--- src/omcs_pkg.sv ---
// Purpose: Shared constants and types for the oscillator mode and clock select block
// Assumes: AXI4-Lite register access, one 40 MHz clock
// Notes:   Mode codes other than the multiplier code are free choices
package omcs_pkg;
    // Primary oscillator configuration codes
    localparam logic [3:0] CFG_FAST_CRYSTAL  = 4'h2;
    localparam logic [3:0] CFG_FAST_X4       = 4'h6;
    localparam logic [3:0] CFG_RC_OUT        = 4'h3;
    localparam logic [3:0] CFG_RC_GPIO       = 4'h7;
    localparam logic [3:0] CFG_INT_GPIO      = 4'h8;
    localparam logic [3:0] CFG_INT_DIV_OUT   = 4'h9;
    localparam logic [3:0] CFG_EXT_OUT       = 4'hc;
    localparam logic [3:0] CFG_EXT_GPIO      = 4'hd;

    // Register byte addresses
    localparam logic [3:0] ADDR_TRIM   = 4'h0;
    localparam logic [3:0] ADDR_CTRL   = 4'h4;
    localparam logic [3:0] ADDR_STATUS = 4'h8;

    // Trim register fields
    localparam int TRIM_LOW_SRC_BIT = 7;
    localparam int TRIM_MULT_BIT    = 6;
    localparam int TRIM_VALUE_MSB   = 4;
    localparam logic [7:0] TRIM_RESET = 8'h00;
    localparam logic [7:0] TRIM_MASK  = 8'hdf;

    // Control register: frequency choice in bits 2:0
    localparam logic [2:0] FREQ_RESET  = 3'h6;
    localparam logic [2:0] FREQ_SLOW   = 3'h0;
    localparam logic [2:0] FREQ_4MHZ   = 3'h6;
    localparam logic [2:0] FREQ_8MHZ   = 3'h7;

    // Dividers
    localparam int OUT_DIV       = 4;
    localparam int LOW_FREQ_DIV  = 256;
    localparam int MULT_FACTOR   = 4;

    // Trim settle time
    localparam int CLK_HZ          = 40_000_000;
    localparam int SETTLE_US       = 1000;
    localparam int SETTLE_CYCLES   = (CLK_HZ / 1_000_000) * SETTLE_US;

    localparam logic [1:0] RESP_OKAY   = 2'h0;
    localparam logic [1:0] RESP_SLVERR = 2'h2;

    typedef struct packed {
        logic pwrup_timer;
        logic failsafe_mon;
        logic watchdog;
        logic two_speed;
    } omcs_feat_type;

    typedef struct packed {
        logic fast_osc_en;
        logic slow_osc_en;
        logic mult_en;
        logic x4_crystal;
        logic low_from_fast;
        logic start_delay;
    } omcs_osc_ctl_type;

    typedef enum logic [1:0] {
        SRC_FAST,
        SRC_SLOW,
        SRC_POST
    } omcs_src_type;
endpackage

--- src/omcs_divider.sv ---
// Purpose: Enable-pulse divider, one pulse every DIV cycles
// Assumes: Synchronous active-high reset
// Notes:   Half level drives clock output when used as divide-by-four
`timescale 1ns/1ps
`default_nettype none
module omcs_divider
    import omcs_pkg::*;
#(
    parameter int DIV = 4
) (
    // Clock and reset
    input  wire logic clk,
    input  wire logic srst,
    // Control
    input  wire logic run,
    // Outputs
    output logic      pulse,
    output logic      half_level
);
    if (DIV < 2) begin : g_bad_div
        $error("DIV must be at least 2");
    end

    localparam int CW = $clog2(DIV);
    localparam logic [CW-1:0] LAST = CW'(DIV - 1);
    localparam logic [CW-1:0] HALF = CW'(DIV / 2);

    logic [CW-1:0] cnt_reg;
    logic [CW-1:0] cnt_next;
    logic          lvl_reg;
    logic          lvl_next;

    always_comb begin
        cnt_next = cnt_reg;
        lvl_next = lvl_reg;
        if (!run) begin
            cnt_next = '0;
            lvl_next = 1'b0;
        end else if (cnt_reg == LAST) begin
            cnt_next = '0;
            lvl_next = 1'b0;
        end else begin
            cnt_next = cnt_reg + 1'b1;
            if (cnt_reg + 1'b1 == HALF) begin
                lvl_next = 1'b1;
            end
        end
    end

    always_ff @(posedge clk) begin
        if (srst) begin
            cnt_reg <= '0;
            lvl_reg <= 1'b0;
        end else begin
            cnt_reg <= cnt_next;
            lvl_reg <= lvl_next;
        end
    end

    assign pulse      = run && (cnt_reg == LAST);
    assign half_level = lvl_reg;
endmodule
`default_nettype wire

--- src/omcs_settle.sv ---
// Purpose: Counts the trim settle window after a trim write
// Assumes: Restart on each new trim write
// Notes:   Only informs the oscillator model; no software-visible flag
`timescale 1ns/1ps
`default_nettype none
module omcs_settle
    import omcs_pkg::*;
#(
    parameter int CYCLES = SETTLE_CYCLES
) (
    // Clock and reset
    input  wire logic clk,
    input  wire logic srst,
    // Control
    input  wire logic start,
    // Status
    output logic      busy
);
    if (CYCLES < 1) begin : g_bad_cycles
        $error("CYCLES must be at least 1");
    end

    localparam int CW = $clog2(CYCLES + 1);

    logic [CW-1:0] cnt_reg;
    logic [CW-1:0] cnt_next;

    always_comb begin
        cnt_next = cnt_reg;
        if (start) begin
            cnt_next = CW'(CYCLES);
        end else if (cnt_reg != '0) begin
            cnt_next = cnt_reg - 1'b1;
        end
    end

    always_ff @(posedge clk) begin
        if (srst) begin
            cnt_reg <= '0;
        end else begin
            cnt_reg <= cnt_next;
        end
    end

    assign busy = (cnt_reg != '0);
endmodule
`default_nettype wire

--- src/omcs_top.sv ---
// Purpose: Primary oscillator mode decode, internal clock select and trim register
// Assumes: Configuration code and feature enables are static inputs
// Notes:   Oscillators are analog; this logic drives their enables and pin muxes
//
// Operation
// - Outside-clock modes need no start-up delay
// - Outside-clock mode drives clock out at Fosc/4
// - Outside-clock gpio mode frees pin as port bit6
// - RC mode drives clock out at Fosc/4
// - RC gpio mode frees pin as port bit6
// - Crystal x4 mode multiplies crystal by four
// - Crystal x4 mode hides software multiplier bit
// - Crystal multiplier only with code 0110
// - Internal primary lets software enable multiplier
// - Fast oscillator direct or through postscaler
// - Fast oscillator on for 125k to 8M
// - At 31k fast oscillator only if chosen
// - Slow oscillator on when selected or features
// - Frequency choice selects direct or postscaled source
// - Internal div-out mode: Fosc/4 out, in-pin bit7
// - Internal gpio mode: both pins are port bits
// - Trim write settles fast oscillator within 1 ms
// - Trim shift gives no completion flag
// - Trim leaves slow oscillator unaffected
// - Low source bit picks fast oscillator for 31k
// - Multiplier bit switches multiplier in internal modes
// - Multiplier bit held clear unless conditions met
// - Low source set: fast divided by 256
`timescale 1ns/1ps
`default_nettype none
module omcs_top
    import omcs_pkg::*;
#(
    parameter int SETTLE_CNT = SETTLE_CYCLES
) (
    // Clock and reset
    input  wire logic             clk,
    input  wire logic             srst,
    // Configuration
    input  wire logic [3:0]       osc_cfg,
    input  wire omcs_feat_type    feat_en,
    // AXI4-Lite write
    input  wire logic [3:0]       s_axi_awaddr,
    input  wire logic             s_axi_awvalid,
    output logic                  s_axi_awready,
    input  wire logic [31:0]      s_axi_wdata,
    input  wire logic [3:0]       s_axi_wstrb,
    input  wire logic             s_axi_wvalid,
    output logic                  s_axi_wready,
    output logic [1:0]            s_axi_bresp,
    output logic                  s_axi_bvalid,
    input  wire logic             s_axi_bready,
    // AXI4-Lite read
    input  wire logic [3:0]       s_axi_araddr,
    input  wire logic             s_axi_arvalid,
    output logic                  s_axi_arready,
    output logic [31:0]           s_axi_rdata,
    output logic [1:0]            s_axi_rresp,
    output logic                  s_axi_rvalid,
    input  wire logic             s_axi_rready,
    // Oscillator control
    output omcs_osc_ctl_type      osc_ctl,
    output omcs_src_type          clk_src,
    output logic [4:0]            trim_value,
    output logic                  trim_settling,
    // Pins
    input  wire logic             port_a_bit6_in,
    input  wire logic             port_a_bit7_in,
    input  wire logic [1:0]       port_a_out,
    input  wire logic [1:0]       port_a_oe,
    output logic                  clock_out_pin_o,
    output logic                  clock_out_pin_oe,
    output logic                  clock_in_pin_o,
    output logic                  clock_in_pin_oe,
    output logic [1:0]            port_a_io_in,
    output logic                  clock_in_is_gpio,
    output logic                  clock_out_is_gpio
);
    // Mode decode
    logic mode_ext;
    logic mode_rc;
    logic mode_int;
    logic mode_x4;
    logic out_div4;
    logic mult_allowed;

    logic [7:0] trim_reg;
    logic [7:0] trim_next;
    logic [2:0] freq_reg;
    logic [2:0] freq_next;

    assign mode_ext = (osc_cfg == CFG_EXT_OUT) || (osc_cfg == CFG_EXT_GPIO);
    assign mode_rc  = (osc_cfg == CFG_RC_OUT) || (osc_cfg == CFG_RC_GPIO);
    assign mode_int = (osc_cfg == CFG_INT_GPIO) || (osc_cfg == CFG_INT_DIV_OUT);
    assign mode_x4  = (osc_cfg == CFG_FAST_X4);
    assign mult_allowed = mode_int && ((freq_reg == FREQ_4MHZ) || (freq_reg == FREQ_8MHZ));

    // Clock output divider
    logic div_level;
    assign out_div4 = (osc_cfg == CFG_EXT_OUT) || (osc_cfg == CFG_RC_OUT)
                   || (osc_cfg == CFG_INT_DIV_OUT);

    omcs_divider #(
        .DIV (OUT_DIV)
    ) u_out_div (
        .clk        (clk),
        .srst       (srst),
        .run        (out_div4),
        .pulse      (),
        .half_level (div_level)
    );

    // Trim settle timer
    logic trim_wr;
    omcs_settle #(
        .CYCLES (SETTLE_CNT)
    ) u_settle (
        .clk   (clk),
        .srst  (srst),
        .start (trim_wr),
        .busy  (trim_settling)
    );

    // Pin mux
    always_comb begin
        clock_out_is_gpio = (osc_cfg == CFG_EXT_GPIO) || (osc_cfg == CFG_RC_GPIO)
                         || (osc_cfg == CFG_INT_GPIO);
        clock_in_is_gpio  = mode_int;
        clock_out_pin_o   = out_div4 ? div_level : port_a_out[0];
        clock_out_pin_oe  = out_div4 || (clock_out_is_gpio && port_a_oe[0]);
        clock_in_pin_o    = port_a_out[1];
        clock_in_pin_oe   = clock_in_is_gpio && port_a_oe[1];
        port_a_io_in[0]   = clock_out_is_gpio ? port_a_bit6_in : 1'b0;
        port_a_io_in[1]   = clock_in_is_gpio ? port_a_bit7_in : 1'b0;
    end

    // Oscillator enables and source select
    always_comb begin
        osc_ctl.start_delay   = !(mode_ext);
        osc_ctl.x4_crystal    = mode_x4;
        osc_ctl.mult_en       = mult_allowed && trim_reg[TRIM_MULT_BIT];
        osc_ctl.low_from_fast = trim_reg[TRIM_LOW_SRC_BIT];
        osc_ctl.fast_osc_en   = (freq_reg != FREQ_SLOW)
                             || trim_reg[TRIM_LOW_SRC_BIT];
        osc_ctl.slow_osc_en   = ((freq_reg == FREQ_SLOW) && !trim_reg[TRIM_LOW_SRC_BIT])
                             || feat_en.pwrup_timer || feat_en.failsafe_mon
                             || feat_en.watchdog || feat_en.two_speed;
        if (freq_reg == FREQ_8MHZ) begin
            clk_src = SRC_FAST;
        end else if (freq_reg == FREQ_SLOW && !trim_reg[TRIM_LOW_SRC_BIT]) begin
            clk_src = SRC_SLOW;
        end else begin
            clk_src = SRC_POST;
        end
        trim_value = trim_reg[TRIM_VALUE_MSB:0];
    end

    // AXI4-Lite slave
    logic        aw_hold_reg;
    logic        aw_hold_next;
    logic [3:0]  aw_addr_reg;
    logic [3:0]  aw_addr_next;
    logic        w_hold_reg;
    logic        w_hold_next;
    logic [31:0] w_data_reg;
    logic [31:0] w_data_next;
    logic        w_strb0_reg;
    logic        w_strb0_next;
    logic        bvalid_reg;
    logic        bvalid_next;
    logic [1:0]  bresp_reg;
    logic [1:0]  bresp_next;
    logic        rvalid_reg;
    logic        rvalid_next;
    logic [31:0] rdata_reg;
    logic [31:0] rdata_next;
    logic [1:0]  rresp_reg;
    logic [1:0]  rresp_next;
    logic        do_write;

    assign s_axi_awready = !aw_hold_reg && !bvalid_reg;
    assign s_axi_wready  = !w_hold_reg && !bvalid_reg;
    assign s_axi_arready = !rvalid_reg;
    assign s_axi_bvalid  = bvalid_reg;
    assign s_axi_bresp   = bresp_reg;
    assign s_axi_rvalid  = rvalid_reg;
    assign s_axi_rdata   = rdata_reg;
    assign s_axi_rresp   = rresp_reg;

    always_comb begin
        aw_hold_next = aw_hold_reg;
        aw_addr_next = aw_addr_reg;
        w_hold_next  = w_hold_reg;
        w_data_next  = w_data_reg;
        w_strb0_next = w_strb0_reg;
        bvalid_next  = bvalid_reg;
        bresp_next   = bresp_reg;
        trim_next    = trim_reg;
        freq_next    = freq_reg;
        trim_wr      = 1'b0;
        if (s_axi_awvalid && s_axi_awready) begin
            aw_hold_next = 1'b1;
            aw_addr_next = s_axi_awaddr;
        end
        if (s_axi_wvalid && s_axi_wready) begin
            w_hold_next  = 1'b1;
            w_data_next  = s_axi_wdata;
            w_strb0_next = s_axi_wstrb[0];
        end
        do_write = aw_hold_reg && w_hold_reg;
        if (do_write) begin
            aw_hold_next = 1'b0;
            w_hold_next  = 1'b0;
            bvalid_next  = 1'b1;
            bresp_next   = RESP_OKAY;
            unique case (aw_addr_reg)
                ADDR_TRIM: begin
                    if (w_strb0_reg) begin
                        trim_next = w_data_reg[7:0] & TRIM_MASK;
                        trim_wr   = 1'b1;
                    end
                end
                ADDR_CTRL: begin
                    if (w_strb0_reg) begin
                        freq_next = w_data_reg[2:0];
                    end
                end
                ADDR_STATUS: begin
                end
                default: begin
                    bresp_next = RESP_SLVERR;
                end
            endcase
        end
        if (!((freq_next == FREQ_4MHZ || freq_next == FREQ_8MHZ) && mode_int)) begin
            trim_next[TRIM_MULT_BIT] = 1'b0;
        end
        if (bvalid_reg && s_axi_bready) begin
            bvalid_next = 1'b0;
        end
    end

    always_comb begin
        rvalid_next = rvalid_reg;
        rdata_next  = rdata_reg;
        rresp_next  = rresp_reg;
        if (s_axi_arvalid && s_axi_arready) begin
            rvalid_next = 1'b1;
            rresp_next  = RESP_OKAY;
            unique case (s_axi_araddr)
                ADDR_TRIM:   rdata_next = {24'h000000, trim_reg};
                ADDR_CTRL:   rdata_next = {29'h00000000, freq_reg};
                ADDR_STATUS: rdata_next = {26'h0000000, osc_cfg, mode_x4, mult_allowed};
                default: begin
                    rdata_next = 32'h00000000;
                    rresp_next = RESP_SLVERR;
                end
            endcase
        end else if (rvalid_reg && s_axi_rready) begin
            rvalid_next = 1'b0;
        end
    end

    always_ff @(posedge clk) begin
        if (srst) begin
            aw_hold_reg <= 1'b0;
            aw_addr_reg <= 4'h0;
            w_hold_reg  <= 1'b0;
            w_data_reg  <= 32'h00000000;
            w_strb0_reg <= 1'b0;
            bvalid_reg  <= 1'b0;
            bresp_reg   <= RESP_OKAY;
            rvalid_reg  <= 1'b0;
            rdata_reg   <= 32'h00000000;
            rresp_reg   <= RESP_OKAY;
            trim_reg    <= TRIM_RESET;
            freq_reg    <= FREQ_RESET;
        end else begin
            aw_hold_reg <= aw_hold_next;
            aw_addr_reg <= aw_addr_next;
            w_hold_reg  <= w_hold_next;
            w_data_reg  <= w_data_next;
            w_strb0_reg <= w_strb0_next;
            bvalid_reg  <= bvalid_next;
            bresp_reg   <= bresp_next;
            rvalid_reg  <= rvalid_next;
            rdata_reg   <= rdata_next;
            rresp_reg   <= rresp_next;
            trim_reg    <= trim_next;
            freq_reg    <= freq_next;
        end
    end
endmodule
`default_nettype wire

--- config.mk ---
export PLATFORM = sky130hd
export DESIGN_NAME = omcs_top
export DESIGN_NICKNAME = d
export VERILOG_FILES = /design/src/omcs_pkg.sv /design/src/omcs_divider.sv /design/src/omcs_settle.sv /design/src/omcs_top.sv
export SDC_FILE = /design/constraint.sdc
export NUM_CORES = 1
export LEC_CHECK = 0
export ABC_CLOCK_PERIOD_IN_PS = 1800
export BUFFER_PORTS_ARGS = -buffer_cell sky130_fd_sc_hd__clkbuf_2
export CAP_MARGIN = 20
export CORE_ASPECT_RATIO = 0.7
export CORE_MARGIN = 5
export CORE_UTILIZATION = 43
export DETAILED_ROUTE_END_ITERATION = 10
export GPL_ROUTABILITY_DRIVEN = 0
export PLACE_DENSITY_LB_ADDON = 0.2
export SLEW_MARGIN = 5
export SYNTH_ARGS = -nofsm -noshare
export SYNTH_HDL_FRONTEND = slang
export SYNTH_SLANG_ARGS = --single-unit
--- constraint.sdc ---
create_clock -name clk -period 1.8 [get_ports clk]
set_clock_uncertainty 0.05 [all_clocks]
set_input_delay 0.09 -clock clk [delete_from_list [all_inputs] [get_ports clk]]
set_output_delay 0.09 -clock clk [all_outputs]
set_load 0.005 [all_outputs]
==> results_dict.tcl, run 1 <==
set metrics [dict create \
    result_of_the_run "completed" \
    fp.coreArea_um2 6336 \
    vias_cell 5.050 \
    clk_root_buffer_cell "sky130_fd_sc_hd__clkbuf_8" \
    max_clock_freq_ghz 0.5657 \
    grt_use_total 0.1769 \
    clock_insertion_delay_worst_skew_ns 0.31 \
    cts_tree "yes" \
    ys_dominant_reg_cell "sky130_fd_sc_hd__dfxtp_1" \
    drt-pass1-iter-count 4 \
    crit_path_max_incr_delay_ns 0.58 \
    netlist.top_cell.by_area "sky130_fd_sc_hd__dfxtp_1" \
    synth_top_area_frac 0.3860 \
    report.final.slew_viol_count 0 \
    timing.critical_path.arrival_ns 1.92 \
    worstPathMaxFanout 5 \
    cts.reportedPaths.clkPinSlew_ns 0.10 \
    grt-ovfl-total 0 \
    yosys.area_share.adder 0.01316 \
    drc 0 \
    num_rows 24 \
    netlist_top_cells_count "55 x sky130_fd_sc_hd__dfxtp_1, 49 x sky130_fd_sc_hd__nand2_1, 38 x sky130_fd_sc_hd__a21oi_1" \
    fin_worst_hold_slack_ns 0.008233 \
    dominant_combinational_cell_family_by_area_after_synthesis "simple AND/OR/NAND/NOR gates" \
    timing.critical_path.to "u_settle.cnt_reg[11]" \
    fin_area_um2 3631 \
    die_area_um2 8389 \
    synthSimpleGateAreaFrac 0.2719 \
    critical_path.top_delay_family "simple AND/OR/NAND/NOR gates" \
    proportion_of_synthesized_flip_flops_having_asynchronous_set_or_reset 0 \
    critPathLaunch "u_settle.cnt_reg[7]" \
    layout_cells_sized_above_1 0.2907 \
    n_antenna_cell 0 \
    ys_seq_elements 55 \
    place.port_buffers 71 \
    clockBufferDepth 2 \
    synth-edff-count 0 \
    placed_instance_area_um2 3321 \
    peakVddDrop_v 0.0004079 \
    first_pass_grt_wire_length_mm 12.19 \
    post_synth_instance_area_um2 2853 \
    power-per-cell-area_nw_per_um2 1033 \
    synth.yosys.seq_area_share 0.3860 \
    required_ns 1.95 \
    final_min_period_over_clock_period 0.9821 \
    htreeDepth 2 \
    dr_total_vias 2752 \
    post_synth_main_area_contributors "sky130_fd_sc_hd__dfxtp_1 39%, sky130_fd_sc_hd__buf_4 8.9%, sky130_fd_sc_hd__a21oi_1 6.7%" \
    number_of_top_level_design_ports 128 \
    worst_path_buffer_plus_inverter_count 1 \
    worst_hold_path_type "input port to flip-flop" \
    placed_cells 523 \
    timing.reg2reg.setup_slack_ns 0.03 \
    setup_crit_start_kind "flip-flop" \
    setup.worst_path.end_class "flip-flop" \
    finish.cell_count_without_fillers 545 \
    yosys-mux-area-fraction 0.04605 \
    timing.rr.start "u_settle.cnt_reg[7]" \
    report.power.total_mw 3.752 \
    power.static_leakage_nw 1.602 \
    die_height_um 78.15 \
    clock_sink_count 55 \
    critical-path-slowest-cell "sky130_fd_sc_hd__or4_4" \
    largest_register_ffs 16 \
    post_synth_xor_area_fraction 0.003070 \
    yosys.cell_count.top_type "sky130_fd_sc_hd__dfxtp_1" \
    numCtsBuffers 5 \
    grt_antenna_before_repair 0 \
    wl_mm 7.573 \
    final.fill_count 590 \
    crit_path_cell_trace "or4_4 > nor4_4 > buf_4 > and4_1 > nor3_2" \
    final.min_clock_period_ns 1.768 \
    synth-compound-area-share 0.1504 \
    flow.area_growth_from_synthesis_pct 27.28 \
    grt_start_max_net_pins 21 \
    worstSetupPathType "flip-flop to flip-flop" \
    reg2reg_to "u_settle.cnt_reg[11]" \
    report.final.setup_viol 0 \
    first_iteration_detailed_routing_drc_count 132 \
    grt_setup_unrepaired "yes" \
    sum_of_net_half_perimeters_after_detailed_placement_mm 5.768 \
    yosysWarnings 0 \
    number_of_global_route_vias_before_repair 2474 \
    cp_num_cells 5 \
    die_w_um 107.4 \
    detail_route_antenna_nets 0 \
    ys_types 53 \
    setup_ws_ns 0.03230 \
    timing.reg2reg.worst_path_depth 5 \
    place_ws_ns 0.002936 \
    post_drt_wl_per_cell_um 13.90 \
    maxCapViolations 0 \
    synthesis.area_per_instance_um2 8.036 \
    final_hold_viol_count 0 \
    initial_util 0.4502 \
    fin_setup_tns_ns 0 \
    finalNetCount 521 \
    post_synthesis_cells 355 \
    post-route-util 0.5731 \
]
==> layout make-up <==
class	count	area, µm²	share of cell area
Multi-Input combinational cell	263	1560	0.4297
Sequential cell	55	1105	0.3043
Clock inverter	2	16.27	0.004480
Timing Repair Buffer	114	710.7	0.1957
Inverter	14	52.55	0.01447
Tap cell	91	113.9	0.03136
Clock buffer	6	72.57	0.01999
==> per-layer routing <==
| metal | global-route usage | vias to the layer above | part of all wire |
|---|---|---|---|
| met2 | 0.2597 | 91 | 0.44 |
| li1 | - | 1381 | - |
| met4 | 0.04792 | 0 | 0.0099 |
| met3 | 0.03279 | 7 | 0.065 |
| met5 | 0 | - | 0 |
| met1 | 0.2648 | 1273 | 0.49 |
==> where the power goes <==
group / switching [mW] / internal [mW]
logic: 0.775 / 0.777
clock network: 0.417 / 0.281
registers: 0.144 / 1.36
==> cells in the final DEF, fill, tap and decap left out, types with 3 or more instances in the layout <==
| cell type | Yosys | final |
|---|---|---|
| sky130_fd_sc_hd__clkbuf_2 | 0 | 71 |
| sky130_fd_sc_hd__or4_1 | 5 | 4 |
| sky130_fd_sc_hd__nand2b_1 | 6 | 6 |
| sky130_fd_sc_hd__dfxtp_1 | 55 | 52 |
| sky130_fd_sc_hd__nor4_1 | 5 | 3 |
| sky130_fd_sc_hd__clkbuf_8 | 0 | 5 |
| sky130_fd_sc_hd__nand4_1 | 3 | 3 |
| sky130_fd_sc_hd__or3_1 | 7 | 7 |
| sky130_fd_sc_hd__nand2_1 | 49 | 48 |
| sky130_fd_sc_hd__nor2_1 | 28 | 28 |
| sky130_fd_sc_hd__dlygate4sd3_1 | 0 | 13 |
| sky130_fd_sc_hd__buf_4 | 34 | 30 |
| sky130_fd_sc_hd__dfxtp_2 | 0 | 3 |
| sky130_fd_sc_hd__conb_1 | 1 | 26 |
| sky130_fd_sc_hd__nand3_1 | 7 | 7 |
| sky130_fd_sc_hd__nor3_1 | 8 | 6 |
| sky130_fd_sc_hd__mux2i_1 | 12 | 12 |
| sky130_fd_sc_hd__a21oi_1 | 38 | 38 |
| sky130_fd_sc_hd__and4_1 | 5 | 4 |
| sky130_fd_sc_hd__inv_2 | 2 | 3 |
| sky130_fd_sc_hd__o21ai_0 | 7 | 7 |
| sky130_fd_sc_hd__inv_1 | 12 | 11 |
| sky130_fd_sc_hd__nor2b_1 | 8 | 8 |
| sky130_fd_sc_hd__a31oi_1 | 5 | 5 |
| sky130_fd_sc_hd__and2_1 | 4 | 4 |
| sky130_fd_sc_hd__a211oi_1 | 3 | 3 |
==> timing repair <==
item | 4_1_cts | 5_1_grt
setup buffers | 1 | 0
setup endpoints to repair | 6 | 13
hold buffers | 13 | 0
pin swaps | 2 | 3
hold endpoints to repair | 13 | 0
cloned | 0 | 0
gates resized for setup | 5 | 13
==> kinds of logic after synthesis <==
logic type	count (synthesis)
DFF	55
and+or+nand+nor	149
AOI/OAI and AO/OA	71
adders and majority gates	3
buffers and inverters	62
xor gates and xnor gates	1
muxes	13
other	1
==> worst register-to-register path, stage by stage, from the launching register on <==
cell,delay (ns)
sky130_fd_sc_hd__dfxtp_2,0.35
sky130_fd_sc_hd__or4_4,0.58
sky130_fd_sc_hd__nor4_4,0.28
sky130_fd_sc_hd__buf_4,0.17
sky130_fd_sc_hd__and4_1,0.19
sky130_fd_sc_hd__nor3_2,0.05
==> worst min path at each step <==
stage | from | endpoint | slack (ns) | depth (start not counted)
final | s_axi_rready | s_axi_rvalid | 0.008 | 3
after global routing | s_axi_rready | s_axi_rvalid | 0.02 | 3
after CTS | s_axi_rready | s_axi_rvalid | 0.007 | 3
after detailed placement | port_a_out[1] | clock_in_pin_o | 0.13 | 0
after global placement | port_a_out[1] | clock_in_pin_o | 0.13 | 0
after floorplan | s_axi_wstrb[0] | w_strb0_reg | 0.18 | 2
No activity file was read; power rests on OpenSTA's default activity.
==> run 2: changes to the inputs <==
==> constraint.sdc (replaced) <==
create_clock -name clk -period 1.8 [get_ports clk]
set_clock_uncertainty 0.05 [all_clocks]
set_input_delay 0.09 -clock clk [delete_from_list [all_inputs] [get_ports clk]]
set_output_delay 0.09 -clock clk [all_outputs]
set_load 0.05 [all_outputs]
==> results_dict.tcl, run 2 (synthesized netlist as in run 1, its figures left out) <==
set metrics [dict create \
    timing.rr.start "u_settle.cnt_reg[4]" \
    grt_antenna_before_repair 0 \
    timing.critical_path.arrival_ns 1.97 \
    setup_ws_ns 0.01527 \
    crit_path_cell_trace "or3_4 > or4_4 > or3_4 > a21oi_2" \
    number_of_top_level_design_ports 128 \
    fin_area_um2 3759 \
    die_area_um2 8389 \
    drc 0 \
    crit_path_max_incr_delay_ns 0.48 \
    place.port_buffers 71 \
    hold_start "srst" \
    die_w_um 107.4 \
    clk_root_buffer_cell "sky130_fd_sc_hd__clkbuf_8" \
    max_clock_freq_ghz 0.5603 \
    power.static_leakage_nw 1.633 \
    result_of_the_run "completed" \
    fin_setup_tns_ns 0 \
    largest_register_ffs 16 \
    number_of_global_route_vias_before_repair 2608 \
    place_ws_ns -0.009467 \
    final_common_cell "sky130_fd_sc_hd__clkbuf_2" \
    critPathLaunch "u_settle.cnt_reg[4]" \
    report.final.slew_viol_count 0 \
    n_antenna_cell 0 \
    grt_start_max_net_pins 18 \
    cts_tree "yes" \
    num_rows 24 \
    worstSetupPathType "flip-flop to flip-flop" \
    dr_total_vias 2788 \
    critical-path-slowest-cell "sky130_fd_sc_hd__or4_4" \
    grt_use_total 0.1778 \
    grt_setup_unrepaired "yes" \
    vias_cell 5.144 \
    final_min_period_over_clock_period 0.9915 \
    detail_route_antenna_nets 0 \
    peakVddDrop_v 0.0004454 \
    mostFrequentLayoutCells "68 x sky130_fd_sc_hd__clkbuf_2, 48 x sky130_fd_sc_hd__nand2_1, 47 x sky130_fd_sc_hd__dfxtp_1" \
    worstPathMaxFanout 2 \
    first_iteration_detailed_routing_drc_count 111 \
    numCtsBuffers 5 \
    sum_of_net_half_perimeters_after_detailed_placement_mm 5.702 \
    power-per-cell-area_nw_per_um2 1161 \
    final.fill_count 592 \
    post-route-util 0.5932 \
    setup_crit_start_kind "flip-flop" \
    final_hold_viol_count 0 \
    wl_mm 7.761 \
    report.final.setup_viol 0 \
    setup.worst_path.end_class "flip-flop" \
    fp.coreArea_um2 6336 \
    finalNetCount 518 \
    layout_cells_sized_above_1 0.3171 \
    htreeDepth 2 \
    clockBufferDepth 2 \
    required_ns 1.99 \
    fin_worst_hold_slack_ns 0.05657 \
    initial_util 0.4502 \
    die_height_um 78.15 \
    drt-pass1-iter-count 4 \
    timing.reg2reg.setup_slack_ns 0.02 \
    clock_sink_count 55 \
    flow.area_growth_from_synthesis_pct 31.75 \
    final.min_clock_period_ns 1.785 \
    post_drt_wl_per_cell_um 14.32 \
    cts.reportedPaths.clkPinSlew_ns 0.10 \
    critical_path.most_common_cell "sky130_fd_sc_hd__or3_4" \
    clock_insertion_delay_worst_skew_ns 0.31 \
    grt-ovfl-total 0 \
    first_pass_grt_wire_length_mm 12.50 \
    maxCapViolations 0 \
    worst_hold_path_type "input port to flip-flop" \
    placed_instance_area_um2 3316 \
]
run 2: cell count changes in the layout (fill, tap and decap cells not counted), moves of 2 or more:
cell                       delta
sky130_fd_sc_hd__buf_2        +2
sky130_fd_sc_hd__buf_4        -6
sky130_fd_sc_hd__or4_4        +2
sky130_fd_sc_hd__or3_4        +2
sky130_fd_sc_hd__dfxtp_2      +5
sky130_fd_sc_hd__dfxtp_1      -5
sky130_fd_sc_hd__or4_1        -2
sky130_fd_sc_hd__or3_1        -2
sky130_fd_sc_hd__clkbuf_2     -3
run 2: where the power goes:
group / internal, mW / total (mW) / leakage [nW] / switching (mW)
clock network: 0.415 / 0.833 / 0.0581 / 0.417
logic: 0.916 / 2.00 / 1.12 / 1.08
registers: 1.36 / 1.53 / 0.452 / 0.166
total: 2.70 / 4.36 / 1.63 / 1.67
run 2: timing repair:
item | CTS | global route
cloned | 0 | 0
hold buffers | 14 | 0
hold endpoints to repair | 14 | 0
setup buffers | 1 | 0
pin swaps | 1 | 8
resized for setup | 7 | 33
endpoints found under the setup margin | 5 | 16
run 2: through the flow:
stage | std cells | total power, mW
floorplan | 380 | 2.586
global placement | 519 | 3.009
detailed placement | 519 | 3.039
CTS | 542 | 4.030
global route | 542 | 4.623
finish | 542 | 4.363
run 2: metal layers:
layer,track usage,share of wire,vias to the layer above
met5,0,0,-
met4,0.02522,0.0075,0
met3,0.04180,0.082,10
met2,0.2765,0.43,109
met1,0.2575,0.48,1292
li1,-,-,1377
run 2: path summary, 6_finish.rpt:
kind,end,cells after the start
max,u_settle.cnt_reg[9],4
min,s_axi_rvalid,2
max reg2reg,u_settle.cnt_reg[9],4
min reg2reg,trim_reg[3],2
run 2: worst max-delay path: cells and delay by family (launching register included):
family	cells	cell delay (ns)
compound gates	1	0.14
simple gates	3	1.20
flops	1	0.33
run 2: cell type report:
type	instances	area, µm²	area share
clock buffers	5	68.82	0.01831
clock inverters	3	43.79	0.01165
inverters	14	58.81	0.01565
multi-input cells	263	1635	0.4351
flip-flops and latches	55	1111	0.2956
well taps	91	113.9	0.03029
repair buffers	111	726.9	0.1934
==> run 3: changes to the inputs <==
--- a/config.mk
+++ b/config.mk
@@ -17,4 +17,5 @@
 export SLEW_MARGIN = 5
 export SYNTH_ARGS = -nofsm -noshare
 export SYNTH_HDL_FRONTEND = slang
+export SYNTH_HIERARCHICAL = 1
 export SYNTH_SLANG_ARGS = --single-unit
==> results_dict.tcl, run 3 <==
set metrics [dict create \
    result_of_the_run "complete, but fails checks" \
    violations "negative setup slack" \
    place.port_buffers 71 \
    wl_mm 7.503 \
    num_rows 25 \
    placed_cells 512 \
    mostFrequentLayoutCells "69 x sky130_fd_sc_hd__clkbuf_2, 53 x sky130_fd_sc_hd__dfxtp_1, 37 x sky130_fd_sc_hd__buf_4" \
    clk_root_buffer_cell "sky130_fd_sc_hd__clkbuf_8" \
    post_drt_wl_per_cell_um 13.95 \
    max-slew-margin-rel 0.6530 \
    n_antenna_cell 0 \
    worstPathMaxFanout 4 \
    finalNetCount 511 \
    clock_sink_count 55 \
    largest_register_ffs 16 \
    numCtsBuffers 5 \
    die_w_um 109.0 \
    first_iteration_detailed_routing_drc_count 86 \
    grt_start_max_net_pins 27 \
    layout_cells_sized_above_1 0.3423 \
    yosysWarnings 6 \
    cts_tree "yes" \
    report.final.slew_viol_count 0 \
    grt_antenna_before_repair 0 \
    timing.critical_path.arrival_ns 2.01 \
    setup_ws_ns -0.009580 \
    final_min_period_over_clock_period 1.005 \
    die_area_um2 8640 \
    flow.area_growth_from_synthesis_pct 30.72 \
    final_common_cell "sky130_fd_sc_hd__clkbuf_2" \
    report.final.setup_viol 1 \
    number_of_top_level_design_ports 128 \
    initial_util 0.4385 \
    finish.cell_count_without_fillers 538 \
    sum_of_net_half_perimeters_after_detailed_placement_mm 5.708 \
    cts.reportedPaths.clkPinSlew_ns 0.11 \
    peakVddDrop_v 0.0005602 \
    vias_cell 4.963 \
    die_height_um 79.29 \
    setup_crit_start_kind "flip-flop" \
    drc 0 \
    first_pass_grt_wire_length_mm 12.01 \
    number_of_global_route_vias_before_repair 2469 \
    placed_instance_area_um2 3471 \
    detail_route_antenna_nets 0 \
    grt-ovfl-total 0 \
    fin_area_um2 3855 \
    fin_worst_hold_slack_ns 0.06049 \
    synthesis.area_per_instance_um2 8.751 \
    final.min_clock_period_ns 1.810 \
    post_synthesis_cells 337 \
    transition_at_the_pin_with_the_smallest_max_transition_slack_ns 0.5158 \
    htreeDepth 2 \
    fp.coreArea_um2 6725 \
    post_synth_instance_area_um2 2949 \
    required_ns 2.00 \
    final.fill_count 620 \
    dr_total_vias 2670 \
    power.static_leakage_nw 1.679 \
    grt_use_total 0.1741 \
    clockBufferDepth 2 \
    final_hold_viol_count 0 \
    clock_insertion_delay_worst_skew_ns 0.31 \
    setup.worst_path.end_class "flip-flop" \
    drt-pass1-iter-count 4 \
    place_ws_ns -0.03508 \
    power-per-cell-area_nw_per_um2 1126 \
    worst_hold_path_type "input port to flip-flop" \
    max_clock_freq_ghz 0.5526 \
    report.power.total_mw 4.342 \
    maxCapViolations 0 \
    worstSetupPathType "flip-flop to flip-flop" \
    grt_setup_unrepaired "yes" \
]
-- run 3: layer usage --
| metal | part of all wire | track usage | vias to the layer above |
|---|---|---|---|
| li1 | - | - | 1342 |
| met1 | 0.50 | 0.2611 | 1240 |
| met2 | 0.43 | 0.2518 | 86 |
| met3 | 0.067 | 0.03899 | 2 |
| met4 | 0.0047 | 0.03783 | 0 |
| met5 | 0 | 0 | - |
-- run 3: metrics by stage --
step           utilization  setup TNS (ns)
6_report            0.5732       -0.009580
5_1_grt             0.5732         -0.1512
4_1_cts             0.5624         -0.1270
3_5_place_dp        0.5161        -0.07003
3_3_place_gp        0.5161        -0.01433
2_1_floorplan            -         -0.1985
-- run 3: final timing paths --
kind / start / end / slack [ns] / cells past startpoint
setup / recovery: u_settle/cnt_reg[1] / u_settle/cnt_reg[13] / -0.01 / 4
hold / removal: osc_cfg[3] / s_axi_rdata[5] / 0.06 / 3
setup reg to reg: u_settle/cnt_reg[1] / u_settle/cnt_reg[13] / -0.01 / 4
hold reg to reg: u_out_div/cnt_reg[0] / u_out_div/cnt_reg[0] / 0.41 / 1
-- run 3: final cells by class --
class                   instances  area, µm²  area share
well taps                      94      117.6     0.03051
flip-flops and latches         55       1106      0.2869
clock inverters                 3      46.29     0.01201
repair buffers                123      797.0      0.2068
clock buffers                   5      68.82     0.01785
multi-input cells             247       1675      0.4346
inverters                      11      43.79     0.01136
-- run 3: repair_timing --
| action | CTS | global route |
|---|---|---|
| setup endpoints to repair | 7 | 11 |
| gates resized for setup | 11 | 17 |
| hold buffers | 14 | 0 |
| buffers inserted | 1 | 3 |
| hold endpoints to repair | 14 | 0 |
| pin swaps | 0 | 5 |
-- run 3: worst max-delay path, cell delays in order, from the launching register on --
cell                      delay (ns)
sky130_fd_sc_hd__dfxtp_4        0.38
sky130_fd_sc_hd__or4_4          0.54
sky130_fd_sc_hd__or2_1          0.25
sky130_fd_sc_hd__or4_1          0.41
sky130_fd_sc_hd__a21oi_2        0.12
-- run 3: power breakdown --
| group | switching (mW) | internal [mW] |
|---|---|---|
| combinational | 1.06 | 0.944 |
| sequential | 0.138 | 1.35 |
| clock | 0.427 | 0.420 |
